--- src/hdl/clk_protect_pkg.sv ---
// Constants for the clock protection and oscillation stop detector
package clk_protect_pkg;
  localparam int ADDR_W = 8;
  localparam int DATA_W = 8;
  // Register offsets
  localparam logic [7:0] WRITE_PROTECT_ADDR = 8'h00;
  localparam logic [7:0] PROC_MODE2_ADDR = 8'h01;
  localparam logic [7:0] CLK_CTRL0_ADDR = 8'h02;
  localparam logic [7:0] CLK_CTRL1_ADDR = 8'h03;
  localparam logic [7:0] CLK_CTRL2_ADDR = 8'h04;
  localparam logic [7:0] IRQ_STATUS_ADDR = 8'h05;
  localparam logic [7:0] IRQ_MASK_ADDR = 8'h06;
  // Field positions
  localparam int CLK_UNLOCK_BIT = 0;
  localparam int MODE_UNLOCK_BIT = 1;
  localparam int LOCK_BIT = 1;
  localparam int WAIT_PERIPH_BIT = 2;
  localparam int MAIN_HALT_BIT = 5;
  localparam int SUB_CPU_BIT = 7;
  localparam int ALL_STOP_BIT = 0;
  localparam int RING_STOP_BIT = 4;
  localparam int DET_EN_BIT = 0;
  localparam int RING_CPU_BIT = 1;
  localparam int EVT_FLAG_BIT = 2;
  localparam int MAIN_STATE_BIT = 3;
  localparam int ACTION_BIT = 7;
  localparam int STOP_IRQ_BIT = 0;
  localparam int REOSC_IRQ_BIT = 1;
  localparam int IRQ_W = 2;
  // Reset values
  localparam logic RING_STOP_RST = 1'b1;
  localparam logic [IRQ_W-1:0] IRQ_RST = 2'h0;
  // Timing of the reference window
  localparam int CLK_PERIOD_NS = 40;
  localparam int REF_PERIOD_NS = 8000;
  localparam int WIN_CYCLES = REF_PERIOD_NS / CLK_PERIOD_NS;
  localparam int WIN_W = $clog2(WIN_CYCLES);
endpackage : clk_protect_pkg

--- src/hdl/clock_protect_osc_stop_detect.sv ---
// Clock protection lock and main oscillator stop / re-oscillation detector
//
// Design decisions made here: the address map and the plain strobed port.
module clock_protect_osc_stop_detect (
  // Clock and reset
  input wire logic clk_in,
  input wire logic rst_in,
  // Register port
  input wire logic [clk_protect_pkg::ADDR_W-1:0] addr_in,
  input wire logic [clk_protect_pkg::DATA_W-1:0] wdata_in,
  input wire logic wr_in,
  input wire logic rd_in,
  output logic [clk_protect_pkg::DATA_W-1:0] rdata_out,
  // Oscillator and watchdog
  input wire logic main_osc_input_in,
  input wire logic wdt_irq_in,
  // Clock control
  output logic wait_periph_clock_stop_out,
  output logic main_clock_halt_out,
  output logic subclock_cpu_select_out,
  output logic all_clock_stop_out,
  output logic ring_osc_stop_out,
  output logic ring_osc_cpu_select_out,
  output logic periph_on_ring_out,
  // Reset and interrupt
  output logic osc_stop_reset_out,
  output logic irq_out
);
  localparam int WW = clk_protect_pkg::WIN_W;
  localparam logic [WW-1:0] WIN_LAST = WW'(clk_protect_pkg::WIN_CYCLES - 1);

  logic clk_unlock_reg, clk_unlock_next, mode_unlock_reg, mode_unlock_next;
  logic lock_reg, lock_next, wait_periph_reg, wait_periph_next;
  logic halt_reg, halt_next, sub_cpu_reg, sub_cpu_next;
  logic all_stop_reg, all_stop_next, ring_stop_reg, ring_stop_next;
  logic det_en_reg, det_en_next, action_reg, action_next;
  logic ring_cpu_reg, ring_cpu_next, flag_reg, flag_next;
  logic main_state_reg, main_state_next, hold_reg, hold_next;
  logic periph_ring_reg, periph_ring_next, irq_reg, irq_next;
  logic [clk_protect_pkg::IRQ_W-1:0] status_reg, status_next, mask_reg, mask_next;
  logic [clk_protect_pkg::DATA_W-1:0] rdata_reg, rdata_next;
  logic osc_prev_reg, seen_reg, seen_next;
  logic [WW-1:0] win_reg, win_next;
  logic win_end, stop_evt, reosc_evt, evt, irq_req;
  logic wr_prot, wr_pm2, wr_cm0, wr_cm1, wr_cm2;

  always_comb begin
    wr_prot = wr_in && addr_in == clk_protect_pkg::WRITE_PROTECT_ADDR;
    wr_pm2 = wr_in && addr_in == clk_protect_pkg::PROC_MODE2_ADDR && mode_unlock_reg;
    wr_cm0 = wr_in && addr_in == clk_protect_pkg::CLK_CTRL0_ADDR && clk_unlock_reg;
    wr_cm1 = wr_in && addr_in == clk_protect_pkg::CLK_CTRL1_ADDR && clk_unlock_reg;
    wr_cm2 = wr_in && addr_in == clk_protect_pkg::CLK_CTRL2_ADDR && clk_unlock_reg;
    // Edge detection over one reference window
    win_end = win_reg == WIN_LAST;
    win_next = (!det_en_reg || win_end) ? '0 : win_reg + 1'b1;
    seen_next = det_en_reg && !win_end && (seen_reg || (main_osc_input_in != osc_prev_reg));
    stop_evt = det_en_reg && win_end && !seen_reg && !main_state_reg;
    reosc_evt = det_en_reg && win_end && seen_reg && main_state_reg;
    evt = stop_evt || reosc_evt;
    irq_req = evt && action_reg && !flag_reg;
    // Software writes
    clk_unlock_next = wr_prot ? wdata_in[clk_protect_pkg::CLK_UNLOCK_BIT] : clk_unlock_reg;
    mode_unlock_next = wr_prot ? wdata_in[clk_protect_pkg::MODE_UNLOCK_BIT] : mode_unlock_reg;
    lock_next = wr_pm2 ? wdata_in[clk_protect_pkg::LOCK_BIT] : lock_reg;
    wait_periph_next = wait_periph_reg;
    halt_next = halt_reg;
    sub_cpu_next = sub_cpu_reg;
    all_stop_next = all_stop_reg;
    det_en_next = det_en_reg;
    if (wr_cm0 && !lock_reg) begin
      wait_periph_next = wdata_in[clk_protect_pkg::WAIT_PERIPH_BIT];
      halt_next = wdata_in[clk_protect_pkg::MAIN_HALT_BIT];
      sub_cpu_next = wdata_in[clk_protect_pkg::SUB_CPU_BIT];
    end
    if (wr_cm1 && !lock_reg) begin
      all_stop_next = wdata_in[clk_protect_pkg::ALL_STOP_BIT];
    end
    if (wr_cm2 && !lock_reg) begin
      det_en_next = wdata_in[clk_protect_pkg::DET_EN_BIT];
    end
    ring_stop_next = wr_cm1 ? wdata_in[clk_protect_pkg::RING_STOP_BIT] : ring_stop_reg;
    action_next = wr_cm2 ? wdata_in[clk_protect_pkg::ACTION_BIT] : action_reg;
    ring_cpu_next = wr_cm2 ? wdata_in[clk_protect_pkg::RING_CPU_BIT] : ring_cpu_reg;
    // Flag cleared only by software or the stop reset hold, a set wins over a software clear in the same cycle
    flag_next = flag_reg && !(wr_cm2 && !wdata_in[clk_protect_pkg::EVT_FLAG_BIT]);
    main_state_next = main_state_reg;
    if (stop_evt) begin
      main_state_next = 1'b1;
    end
    if (reosc_evt) begin
      main_state_next = 1'b0;
    end
    if (irq_req) begin
      flag_next = 1'b1;
      ring_stop_next = 1'b0;
      if (stop_evt && !sub_cpu_reg) begin
        ring_cpu_next = 1'b1;
      end
    end
    hold_next = hold_reg || (evt && !action_reg);
    // Interrupt status, read clears, set wins
    status_next = status_reg;
    if (rd_in && addr_in == clk_protect_pkg::IRQ_STATUS_ADDR) begin
      status_next = '0;
    end
    status_next[clk_protect_pkg::STOP_IRQ_BIT] |= irq_req && stop_evt;
    status_next[clk_protect_pkg::REOSC_IRQ_BIT] |= irq_req && reosc_evt;
    mask_next = (wr_in && addr_in == clk_protect_pkg::IRQ_MASK_ADDR) ?
      wdata_in[clk_protect_pkg::IRQ_W-1:0] : mask_reg;
    // Read data for the next cycle only
    rdata_next = '0;
    if (rd_in) begin
      unique case (addr_in)
        clk_protect_pkg::WRITE_PROTECT_ADDR: begin
          rdata_next[clk_protect_pkg::CLK_UNLOCK_BIT] = clk_unlock_reg;
          rdata_next[clk_protect_pkg::MODE_UNLOCK_BIT] = mode_unlock_reg;
        end
        clk_protect_pkg::PROC_MODE2_ADDR: rdata_next[clk_protect_pkg::LOCK_BIT] = lock_reg;
        clk_protect_pkg::CLK_CTRL0_ADDR: begin
          rdata_next[clk_protect_pkg::WAIT_PERIPH_BIT] = wait_periph_reg;
          rdata_next[clk_protect_pkg::MAIN_HALT_BIT] = halt_reg;
          rdata_next[clk_protect_pkg::SUB_CPU_BIT] = sub_cpu_reg;
        end
        clk_protect_pkg::CLK_CTRL1_ADDR: begin
          rdata_next[clk_protect_pkg::ALL_STOP_BIT] = all_stop_reg;
          rdata_next[clk_protect_pkg::RING_STOP_BIT] = ring_stop_reg;
        end
        clk_protect_pkg::CLK_CTRL2_ADDR: begin
          rdata_next[clk_protect_pkg::DET_EN_BIT] = det_en_reg;
          rdata_next[clk_protect_pkg::RING_CPU_BIT] = ring_cpu_reg;
          rdata_next[clk_protect_pkg::EVT_FLAG_BIT] = flag_reg;
          rdata_next[clk_protect_pkg::MAIN_STATE_BIT] = main_state_reg;
          rdata_next[clk_protect_pkg::ACTION_BIT] = action_reg;
        end
        clk_protect_pkg::IRQ_STATUS_ADDR: rdata_next[clk_protect_pkg::IRQ_W-1:0] = status_reg;
        clk_protect_pkg::IRQ_MASK_ADDR: rdata_next[clk_protect_pkg::IRQ_W-1:0] = mask_reg;
        default: rdata_next = '0;
      endcase
    end
    // Held initialised after an oscillation stop reset
    if (hold_reg) begin
      clk_unlock_next = 1'b0;
      mode_unlock_next = 1'b0;
      lock_next = 1'b0;
      wait_periph_next = 1'b0;
      halt_next = 1'b0;
      sub_cpu_next = 1'b0;
      all_stop_next = 1'b0;
      ring_stop_next = clk_protect_pkg::RING_STOP_RST;
      det_en_next = 1'b0;
      action_next = 1'b0;
      ring_cpu_next = 1'b0;
      flag_next = 1'b0;
      main_state_next = 1'b0;
      status_next = clk_protect_pkg::IRQ_RST;
      mask_next = clk_protect_pkg::IRQ_RST;
      rdata_next = '0;
    end
    periph_ring_next = ring_cpu_next || (sub_cpu_next && main_state_next && flag_next);
    irq_next = wdt_irq_in || (|(status_next & mask_next));
  end

  always_ff @(posedge clk_in or posedge rst_in) begin
    if (rst_in) begin
      clk_unlock_reg <= 1'b0;
      mode_unlock_reg <= 1'b0;
      lock_reg <= 1'b0;
      wait_periph_reg <= 1'b0;
      halt_reg <= 1'b0;
      sub_cpu_reg <= 1'b0;
      all_stop_reg <= 1'b0;
      ring_stop_reg <= clk_protect_pkg::RING_STOP_RST;
      det_en_reg <= 1'b0;
      action_reg <= 1'b0;
      ring_cpu_reg <= 1'b0;
      flag_reg <= 1'b0;
      main_state_reg <= 1'b0;
      hold_reg <= 1'b0;
      periph_ring_reg <= 1'b0;
      irq_reg <= 1'b0;
      status_reg <= clk_protect_pkg::IRQ_RST;
      mask_reg <= clk_protect_pkg::IRQ_RST;
      rdata_reg <= '0;
      osc_prev_reg <= 1'b0;
      seen_reg <= 1'b0;
      win_reg <= '0;
    end else begin
      clk_unlock_reg <= clk_unlock_next;
      mode_unlock_reg <= mode_unlock_next;
      lock_reg <= lock_next;
      wait_periph_reg <= wait_periph_next;
      halt_reg <= halt_next;
      sub_cpu_reg <= sub_cpu_next;
      all_stop_reg <= all_stop_next;
      ring_stop_reg <= ring_stop_next;
      det_en_reg <= det_en_next;
      action_reg <= action_next;
      ring_cpu_reg <= ring_cpu_next;
      flag_reg <= flag_next;
      main_state_reg <= main_state_next;
      hold_reg <= hold_next;
      periph_ring_reg <= periph_ring_next;
      irq_reg <= irq_next;
      status_reg <= status_next;
      mask_reg <= mask_next;
      rdata_reg <= rdata_next;
      osc_prev_reg <= main_osc_input_in;
      seen_reg <= seen_next;
      win_reg <= win_next;
    end
  end

  assign rdata_out = rdata_reg;
  assign wait_periph_clock_stop_out = wait_periph_reg;
  assign main_clock_halt_out = halt_reg;
  assign subclock_cpu_select_out = sub_cpu_reg;
  assign all_clock_stop_out = all_stop_reg;
  assign ring_osc_stop_out = ring_stop_reg;
  assign ring_osc_cpu_select_out = ring_cpu_reg;
  assign periph_on_ring_out = periph_ring_reg;
  assign osc_stop_reset_out = hold_reg;
  assign irq_out = irq_reg;

  a_lock_cm0_bits: assert property (@(posedge clk_in) disable iff (rst_in)
    lock_reg && !hold_reg |=> $stable(halt_reg) && $stable(sub_cpu_reg) && $stable(det_en_reg))
    else $error("locked clock bit changed");
  a_pm2_protected: assert property (@(posedge clk_in) disable iff (rst_in)
    !mode_unlock_reg && !hold_reg |=> $stable(lock_reg))
    else $error("mode register written while protected");
  a_detect_off_quiet: assert property (@(posedge clk_in) disable iff (rst_in)
    !det_en_reg && !hold_reg |=> !hold_reg && $stable(flag_reg) || !flag_reg)
    else $error("detector acted while disabled");
  a_stop_reset_hold: assert property (@(posedge clk_in) disable iff (rst_in)
    stop_evt && !action_reg |=> osc_stop_reset_out [*4])
    else $error("stop reset not raised and held");
  a_stop_irq_state: assert property (@(posedge clk_in) disable iff (rst_in)
    stop_evt && action_reg && !flag_reg && !sub_cpu_reg && !hold_reg
    |=> ring_osc_cpu_select_out && !ring_osc_stop_out && flag_reg && main_state_reg
    && (irq_out || !mask_reg[clk_protect_pkg::STOP_IRQ_BIT]))
    else $error("stop interrupt state wrong");
  a_reosc_keeps_cpu: assert property (@(posedge clk_in) disable iff (rst_in)
    reosc_evt && action_reg && !wr_in && !hold_reg
    |=> !main_state_reg && flag_reg && $stable(ring_cpu_reg))
    else $error("re-oscillation state wrong");
  a_flag_blocks_irq: assert property (@(posedge clk_in) disable iff (rst_in)
    flag_reg && !hold_reg && !(rd_in && addr_in == clk_protect_pkg::IRQ_STATUS_ADDR)
    |=> $stable(status_reg))
    else $error("interrupt raised while flag set");
  a_low_speed_stop: assert property (@(posedge clk_in) disable iff (rst_in)
    stop_evt && action_reg && !flag_reg && sub_cpu_reg && !wr_in && !hold_reg
    |=> subclock_cpu_select_out && periph_on_ring_out && $stable(ring_cpu_reg))
    else $error("low speed fallback wrong");
  a_window_bound: assert property (@(posedge clk_in) disable iff (rst_in)
    det_en_reg && win_reg == '0 && !hold_reg |-> ##[1:199] win_end || !det_en_reg)
    else $error("reference window overran");
  a_lock_other_bits: assert property (@(posedge clk_in) disable iff (rst_in)
    lock_reg && !hold_reg |=> $stable(wait_periph_reg) && $stable(all_stop_reg))
    else $error("locked stop bit changed");
  a_off_no_reset: assert property (@(posedge clk_in) disable iff (rst_in)
    !det_en_reg && !hold_reg |=> !osc_stop_reset_out)
    else $error("stop reset while detection disabled");
  a_off_no_status: assert property (@(posedge clk_in) disable iff (rst_in)
    !det_en_reg && !hold_reg && !(rd_in && addr_in == clk_protect_pkg::IRQ_STATUS_ADDR)
    |=> $stable(status_reg))
    else $error("status changed while detection disabled");
  a_off_ring_kept: assert property (@(posedge clk_in) disable iff (rst_in)
    !det_en_reg && !hold_reg && !wr_in |=> $stable(ring_stop_reg))
    else $error("ring oscillator started while detection disabled");
  a_irq_no_reset: assert property (@(posedge clk_in) disable iff (rst_in)
    evt && action_reg && !hold_reg |=> !osc_stop_reset_out)
    else $error("stop reset with interrupt action");
  a_reset_sticky: assert property (@(posedge clk_in) disable iff (rst_in)
    osc_stop_reset_out |=> osc_stop_reset_out)
    else $error("stop reset released without hardware reset");
  a_hold_initialises: assert property (@(posedge clk_in) disable iff (rst_in)
    osc_stop_reset_out |=> status_reg == '0 && ring_osc_stop_out && !det_en_reg && !lock_reg)
    else $error("registers not initialised during stop reset");
  a_stop_main_state: assert property (@(posedge clk_in) disable iff (rst_in)
    stop_evt && !hold_reg |=> main_state_reg)
    else $error("main clock state not set on stop");
  a_stop_status_set: assert property (@(posedge clk_in) disable iff (rst_in)
    stop_evt && action_reg && !flag_reg && !hold_reg
    |=> status_reg[clk_protect_pkg::STOP_IRQ_BIT])
    else $error("stop interrupt request missing");
  a_reosc_main_state: assert property (@(posedge clk_in) disable iff (rst_in)
    reosc_evt && !hold_reg |=> !main_state_reg)
    else $error("main clock state not cleared on re-oscillation");
  a_reosc_irq_state: assert property (@(posedge clk_in) disable iff (rst_in)
    reosc_evt && action_reg && !flag_reg && !hold_reg
    |=> !ring_osc_stop_out && status_reg[clk_protect_pkg::REOSC_IRQ_BIT])
    else $error("re-oscillation interrupt request missing");
  a_shared_irq_line: assert property (@(posedge clk_in) disable iff (rst_in)
    wdt_irq_in |=> irq_out)
    else $error("watchdog request missing on shared line");
  a_irq_has_source: assert property (@(posedge clk_in) disable iff (rst_in)
    irq_out |-> $past(wdt_irq_in) || (|(status_reg & mask_reg)))
    else $error("interrupt line high without a source");
  a_event_sets_flag: assert property (@(posedge clk_in) disable iff (rst_in)
    irq_req && !hold_reg |=> flag_reg)
    else $error("event flag not set with interrupt");
  a_flag_holds_set: assert property (@(posedge clk_in) disable iff (rst_in)
    flag_reg && !hold_reg && !wr_in |=> flag_reg)
    else $error("event flag cleared without a write");
  a_low_speed_ring: assert property (@(posedge clk_in) disable iff (rst_in)
    stop_evt && action_reg && !flag_reg && sub_cpu_reg && !hold_reg
    |=> !ring_osc_stop_out && flag_reg && main_state_reg)
    else $error("ring oscillator not started in low speed mode");
endmodule : clock_protect_osc_stop_detect

--- config.mk ---
export PLATFORM = sky130hd
export DESIGN_NAME = clock_protect_osc_stop_detect
export DESIGN_NICKNAME = d
export VERILOG_FILES = /design/src/hdl/clk_protect_pkg.sv /design/src/hdl/clock_protect_osc_stop_detect.sv
export SDC_FILE = /design/constraint.sdc
export NUM_CORES = 1
export LEC_CHECK = 0
export ABC_AREA = 1
export ABC_CLOCK_PERIOD_IN_PS = 3000
export BUFFER_PORTS_ARGS = -buffer_cell sky130_fd_sc_hd__buf_4
export CAP_MARGIN = 20
export CORE_MARGIN = 2
export CORE_UTILIZATION = 55
export CTS_CLUSTER_DIAMETER = 120
export DETAILED_ROUTE_END_ITERATION = 7
export PLACE_DENSITY = 0.76
export SYNTH_ARGS = -nofsm -noshare
export SYNTH_HDL_FRONTEND = slang
export SYNTH_SLANG_ARGS = --single-unit
export TNS_END_PERCENT = 1
--- constraint.sdc ---
create_clock -name clk_in -period 3 [get_ports clk_in]
set_input_delay 0.3 -clock clk_in [delete_from_list [all_inputs] [get_ports clk_in]]
set_output_delay 0.3 -clock clk_in [all_outputs]
set_load 0.02 [all_outputs]
### After elaboration in Yosys (flattened, before gate mapping)

Index checks and enable logic that the tools add are counted.

| storage, ports and cells | value |
|---|---|
| bits in registers | 38 |
| latch bits | 0 |
| memory bits (writable) | 0 |
| bits in read-only memories | 0 |
| bits of input ports | 22 |
| output and inout port bits | 17 |
| word-level logic and storage cells | 134 |
| memories | 0 |

| operators by class | value |
|---|---|
| $add $sub $neg | 1 |
| multiply operators | 0 |
| divide/modulo/power cells | 0 |
| magnitude comparators | 0 |
| eq/ne operators | 8 |
| shift operators | 0 |
| muxes and demuxes | 44 |
| bitwise logic cells | 3 |
| reductions and logical operators | 56 |

Operators with widths:

| kind | count |
|---|---|
| two-way mux 1 bit | 33 |
| logical AND 1 bit | 31 |
| equality test 8 x 3 -> 1 bit (second input constant) | 3 |
| two-way mux 8 bit | 3 |
| equality test 8 x 2 -> 1 bit (second input constant) | 2 |
| nonzero test 2 bit | 6 |
| logical NOT 1 bit | 10 |
| one-hot mux 1 bit (5 select lines) | 2 |
| adder 8 x 1 -> 8 bit (second input constant) | 1 |
| equality test 8 x 1 -> 1 bit (second input constant) | 1 |
| equality test 8 bit (second input constant) | 1 |
| logical NOT 8 bit | 1 |
| two-way mux 2 bit | 4 |
| logical OR 1 bit | 6 |
| one-hot mux 1 bit (2 select lines) | 2 |
| nonzero test 3 bit | 1 |
| bitwise AND 2 bit | 1 |
| OR 1 bit | 2 |
| OR reduction 2 bit | 1 |
| != test 1 bit | 1 |

### Logic depth before layout (Yosys ltp)

| depth | value |
|---|---|
| depth after elaboration | 13 |
| mapped depth | 11 |
| mapped depth without buffers | 11 |

### Least setup slack after synthesis

OpenSTA, ideal clock, no wires.

| path | value |
|---|---|
| path type | reg-to-reg |
| from | register win_reg[0] |
| to | register periph_ring_reg, in the netlist periph_on_ring_out |
| library setup time | 117 ps |
| arrival | 1217 ps |
| data required time | 2883 ps |
| slack | 1665 ps |
| cell stages (with the launch flop) | 12 |
| path buffers | 0 |
| cell sequence | dfrtp_1 ha_1 nand2_1 inv_1 nand2_1 nor2_1 nand4_1 nand2_1 nand2_1 nand2_1 nand3_1 nand2_1 |

| between the ends | value |
|---|---|
| longest elaborated chain between the ends | 11 |
| elaborated cells on any way between the ends | 21 |
| those cells by class | eq/ne: 1; mux: 8; reduce/logical: 12 |

RTL lines:

| element | line | source |
|---|---|---|
| start, declared | clock_protect_osc_stop_detect.sv:43 | `logic [WW-1:0] win_reg, win_next;` |
| start signal, assigned | clock_protect_osc_stop_detect.sv:209 | `win_reg <= win_next;` |
| equality test 8 bit * | clock_protect_osc_stop_detect.sv:54 | `win_end = win_reg == WIN_LAST;` |
| logical AND 1 bit * | clock_protect_osc_stop_detect.sv:57, clock_protect_osc_stop_detect.sv:58 |  |
| logical AND 1 bit (on tied branches) (2 in a row) | clock_protect_osc_stop_detect.sv:57, clock_protect_osc_stop_detect.sv:58 |  |
| logical OR 1 bit | clock_protect_osc_stop_detect.sv:59 | `evt = stop_evt \|\| reosc_evt;` |
| logical AND 1 bit (2 in a row) | clock_protect_osc_stop_detect.sv:60 | `irq_req = evt && action_reg && !flag_reg;` |
| two-way mux 1 bit | clock_protect_osc_stop_detect.sv:93 | `if (irq_req) begin` |
| two-way mux 1 bit | clock_protect_osc_stop_detect.sv:141 | `if (hold_reg) begin` |
| logical AND 1 bit | clock_protect_osc_stop_detect.sv:159 | `periph_ring_next = ring_cpu_next \|\| (sub_cpu_next && main_state_next && flag_next);` |
| logical OR 1 bit * | clock_protect_osc_stop_detect.sv:159 |  |
| net periph_ring_next | clock_protect_osc_stop_detect.sv:39 | `logic periph_ring_reg, periph_ring_next, irq_reg, irq_next;` |
| end signal, assigned | clock_protect_osc_stop_detect.sv:202 | `periph_ring_reg <= periph_ring_next;` |
| end, declared | clock_protect_osc_stop_detect.sv:39 |  |

The timed path passes the listed nets; every way through them passes the cells marked *.
A chain may end at the register's enable or synchronous reset.

### Final worst setup path

| path | value |
|---|---|
| from | register win_reg[0] |
| to | register win_reg[5] |

| between the ends | value |
|---|---|
| longest elaborated chain between the ends | 3 |
| elaborated cells on any way between the ends | 4 |
| those cells by class | add/sub: 1; eq/ne: 1; mux: 1; reduce/logical: 1 |

RTL lines:

| element | line | source |
|---|---|---|
| branches (longest 2 deep; another with adder 8 x 1 -> 8 bit) | - |  |
| two-way mux 8 bit * | clock_protect_osc_stop_detect.sv:55 | `win_next = (!det_en_reg \|\| win_end) ? '0 : win_reg + 1'b1;` |
| net win_next[5] | clock_protect_osc_stop_detect.sv:43 |  |

Mark *: on every way through the listed nets, which the timed path passes.

==> results.json <==
{
  "numClockSinks": 37,
  "detailed_place_hpwl_mm": 2.92,
  "track_usage_pct": 22.2,
  "stdcell_count": 328,
  "yosysWarnings": 0,
  "regToRegSetupSlack_ns": 1.43,
  "crit_chain": "ha_1 > nand2_1 > inv_1 > nand2_1 > o21ai_1 > nor3_1",
  "antenna_found_initial": 0,
  "synth.avg_cell_area_um2": 7.99,
  "fillers": 331,
  "tritoncts": "done",
  "diodes": 0,
  "root_buffer": "clkbuf_4",
  "crit_buf_inv": 1,
  "wl_mm": 3.89,
  "crit_end": "win_reg[5]$_DFF_PP0_",
  "gp_congestion": 0.879,
  "crit_fanout": 8,
  "r2r-start": "win_reg[0]$_DFF_PP0_",
  "grt_pass1_wl_mm": 6.91,
  "cts_buffer_depth": 2,
  "critPathRequiredTime_ns": 3.20,
  "clk_latency_ns": 0.34,
  "cp_common_cell": "nand2_1",
  "critical_path_class": "reg2reg",
  "postCtsHoldBufs": 0,
  "numCtsBuffers": 5,
  "row_count": 21,
  "outcome": "complete, no violations",
  "rsz0062_at_grt": "false",
  "syn_nets": 265,
  "cap_violations": 0,
  "seq_area_um2": 927,
  "die-area_mm2": 0.00401,
  "vias": 1654,
  "portBuffers": 35,
  "setup_violations": 0,
  "worst_pin_slew_ns": 0.591,
  "grt_pass1_vias": 1515,
  "grt_max_degree": 38,
  "min_period_over_period_pct": 52.5,
  "timing_hold_violations_final": 0,
  "multiInputGateArea_um2": 827,
  "seq_area_frac_synth_pct": 47.9,
  "slowest_stage": "o21ai_1",
  "cts_resized": 0,
  "path_depth": 6,
  "setup_tns_ns": 0,
  "viasPerCell": 5.04,
  "ir_worst_vdd_v": 0.000286,
  "drive_gt1_share_pct": 25.9,
  "worstReg2RegEnd": "win_reg[5]$_DFF_PP0_",
  "dp.cells": 321,
  "reg2regPathDepth": 6,
  "synth-seq-cells": 37,
  "post-cts-setup-buffers": 0,
  "hold_path_class": "in2async",
  "cp.arrival_ns": 1.78,
  "max_freq_mhz": 635,
  "routedWlPerCell_um": 11.9,
  "critPathLaunchType": "flip-flop",
  "p_leak_nw": 1.23,
  "largest_reg_flops": 8,
  "start_util_pct": 57.5,
  "drt_iter0_drc": 94,
  "netlist_area_mm2": 0.00193,
  "maxSlewViolCount": 0,
  "period_minus_slack_ns": 1.57,
  "relSlewSlack_pct": 60.3,
  "crit_family": "compound AO/OA/AOI/OAI gates",
  "h-tree-depth": 2,
  "critPathCaptureType": "flip-flop",
  "startpoint": "win_reg[0]$_DFF_PP0_",
  "power_density_mw_per_mm2": 378,
  "syn_inst": 242,
  "die_width_um": 63.3,
  "dr.pass1.iters": 5,
  "syn_to_final_growth_pct": 18.4,
  "coreArea_mm2": 0.00336,
  "nets": 305,
  "grt_overflow": 0,
  "drc_errors": 0,
  "ios": 39,
  "critPathMaxStageDelay_ns": 0.48,
  "fp.dieH_um": 63.3,
  "ant_nets": 0,
  "clk_pin_slew_ns": 0.10,
  "fin_skew_ns": 0.00763,
  "ys_types": 34
}
## report_power, final
group / internal [mW] / total [mW] / switching (mW)
Combinational: 0.0345 / 0.0853 / 0.0509
Sequential: 0.511 / 0.521 / 0.00962
Clock: 0.111 / 0.259 / 0.148
Total: 0.656 / 0.865 / 0.208
## metrics by stage
step / area [µm²] / power (mW) / utilization (%) / hold slack (ns) / setup WS, ns
floorplan: 1930 / 0.577 / - / 0.331 / 1.67
global placement: 2240 / 0.615 / 66.5 / 0.426 / 1.45
detailed placement: 2240 / 0.617 / 66.5 / 0.427 / 1.41
CTS: 2290 / 0.876 / 68.1 / 0.0677 / 1.40
global route: 2290 / 0.912 / 68.1 / 0.0621 / 1.15
finish: 2290 / 0.865 / 68.1 / 0.0591 / 1.43
## logic make-up after synthesis
family | after synthesis | share of synthesized area [%]
other | 1 | 0.194
AOI/OAI and AO/OA | 30 | 8.54
DFF | 37 | 47.9
and+or+nand+nor | 128 | 32.9
adders and majority gates | 1 | 0.647
buffers and inverters | 44 | 9.31
xor gates and xnor gates | 1 | 0.453
## cells in the final DEF, fill, tap and decap left out, types with 2 or more instances in the layout
cell	Yosys	final
nor3_1	9	9
nor2_4	4	4
nand3_1	17	17
nand2_1	52	52
o21ai_2	2	2
o21ai_0	3	3
nand2_2	6	6
buf_4	1	36
inv_1	33	33
nor2_2	5	5
inv_2	7	7
clkbuf_4	0	5
o21ai_1	11	11
nor2_1	21	21
dfrtp_1	36	36
nand4_1	5	5
a21oi_1	11	11
nand2_4	2	2
## routing by layer
metal	track usage [%]	vias to the layer above	part of all wire (%)
li1	-	848	-
met1	31.8	751	46
met2	34.2	50	46
met3	4.82	5	6.9
met4	6.52	0	1.2
met5	0	-	0
## tightest hold or removal path, stage by stage
cell and delay (ns):
buf_4 0.11, inv_1 0.04, buf_4 0.39
## layout make-up
type | instances | share of cell area (%)
tap | 46 | 2.51
sequential | 37 | 40.5
inverter | 41 | 6.72
multi-input combinational | 161 | 36.1
clock buffer | 7 | 2.40
timing repair buffer | 36 | 11.8
## how the worst min path moves through the flow
stage | endpoint | startpoint
after floorplan | osc_prev_reg$_DFF_PP0_ | main_osc_input_in
after global placement | win_reg[6]$_DFF_PP0_ | rst_in
after detailed placement | osc_prev_reg$_DFF_PP0_ | main_osc_input_in
after CTS | flag_reg$_DFF_PP0_ | rst_in
after global routing | osc_prev_reg$_DFF_PP0_ | main_osc_input_in
final | main_clock_halt_out$_DFFE_PP0P_ | rst_in
## synthesized netlist by cell type, drive strengths merged
library cell / number / area (µm²)
clkbuf: 1 / 13.8
a31oi: 1 / 6.26
nor4b: 1 / 8.76
o21ai: 16 / 87.6
nand4: 5 / 31.3
a21oi: 12 / 63.8
inv: 40 / 150
buf: 2 / 12.5
and3: 1 / 6.26
nor4: 1 / 6.26
conb: 1 / 3.75
dfstp: 1 / 26.3
nor3: 11 / 71.3
ha: 1 / 12.5
nor3b: 1 / 7.51
a211oi: 1 / 7.51
nand2: 60 / 255
nand3: 18 / 95.1
dfrtp: 36 / 901
xnor2: 1 / 8.76
nor2: 30 / 155
clkinv: 1 / 3.75
Note: power is estimated with default switching activity, not from simulation.
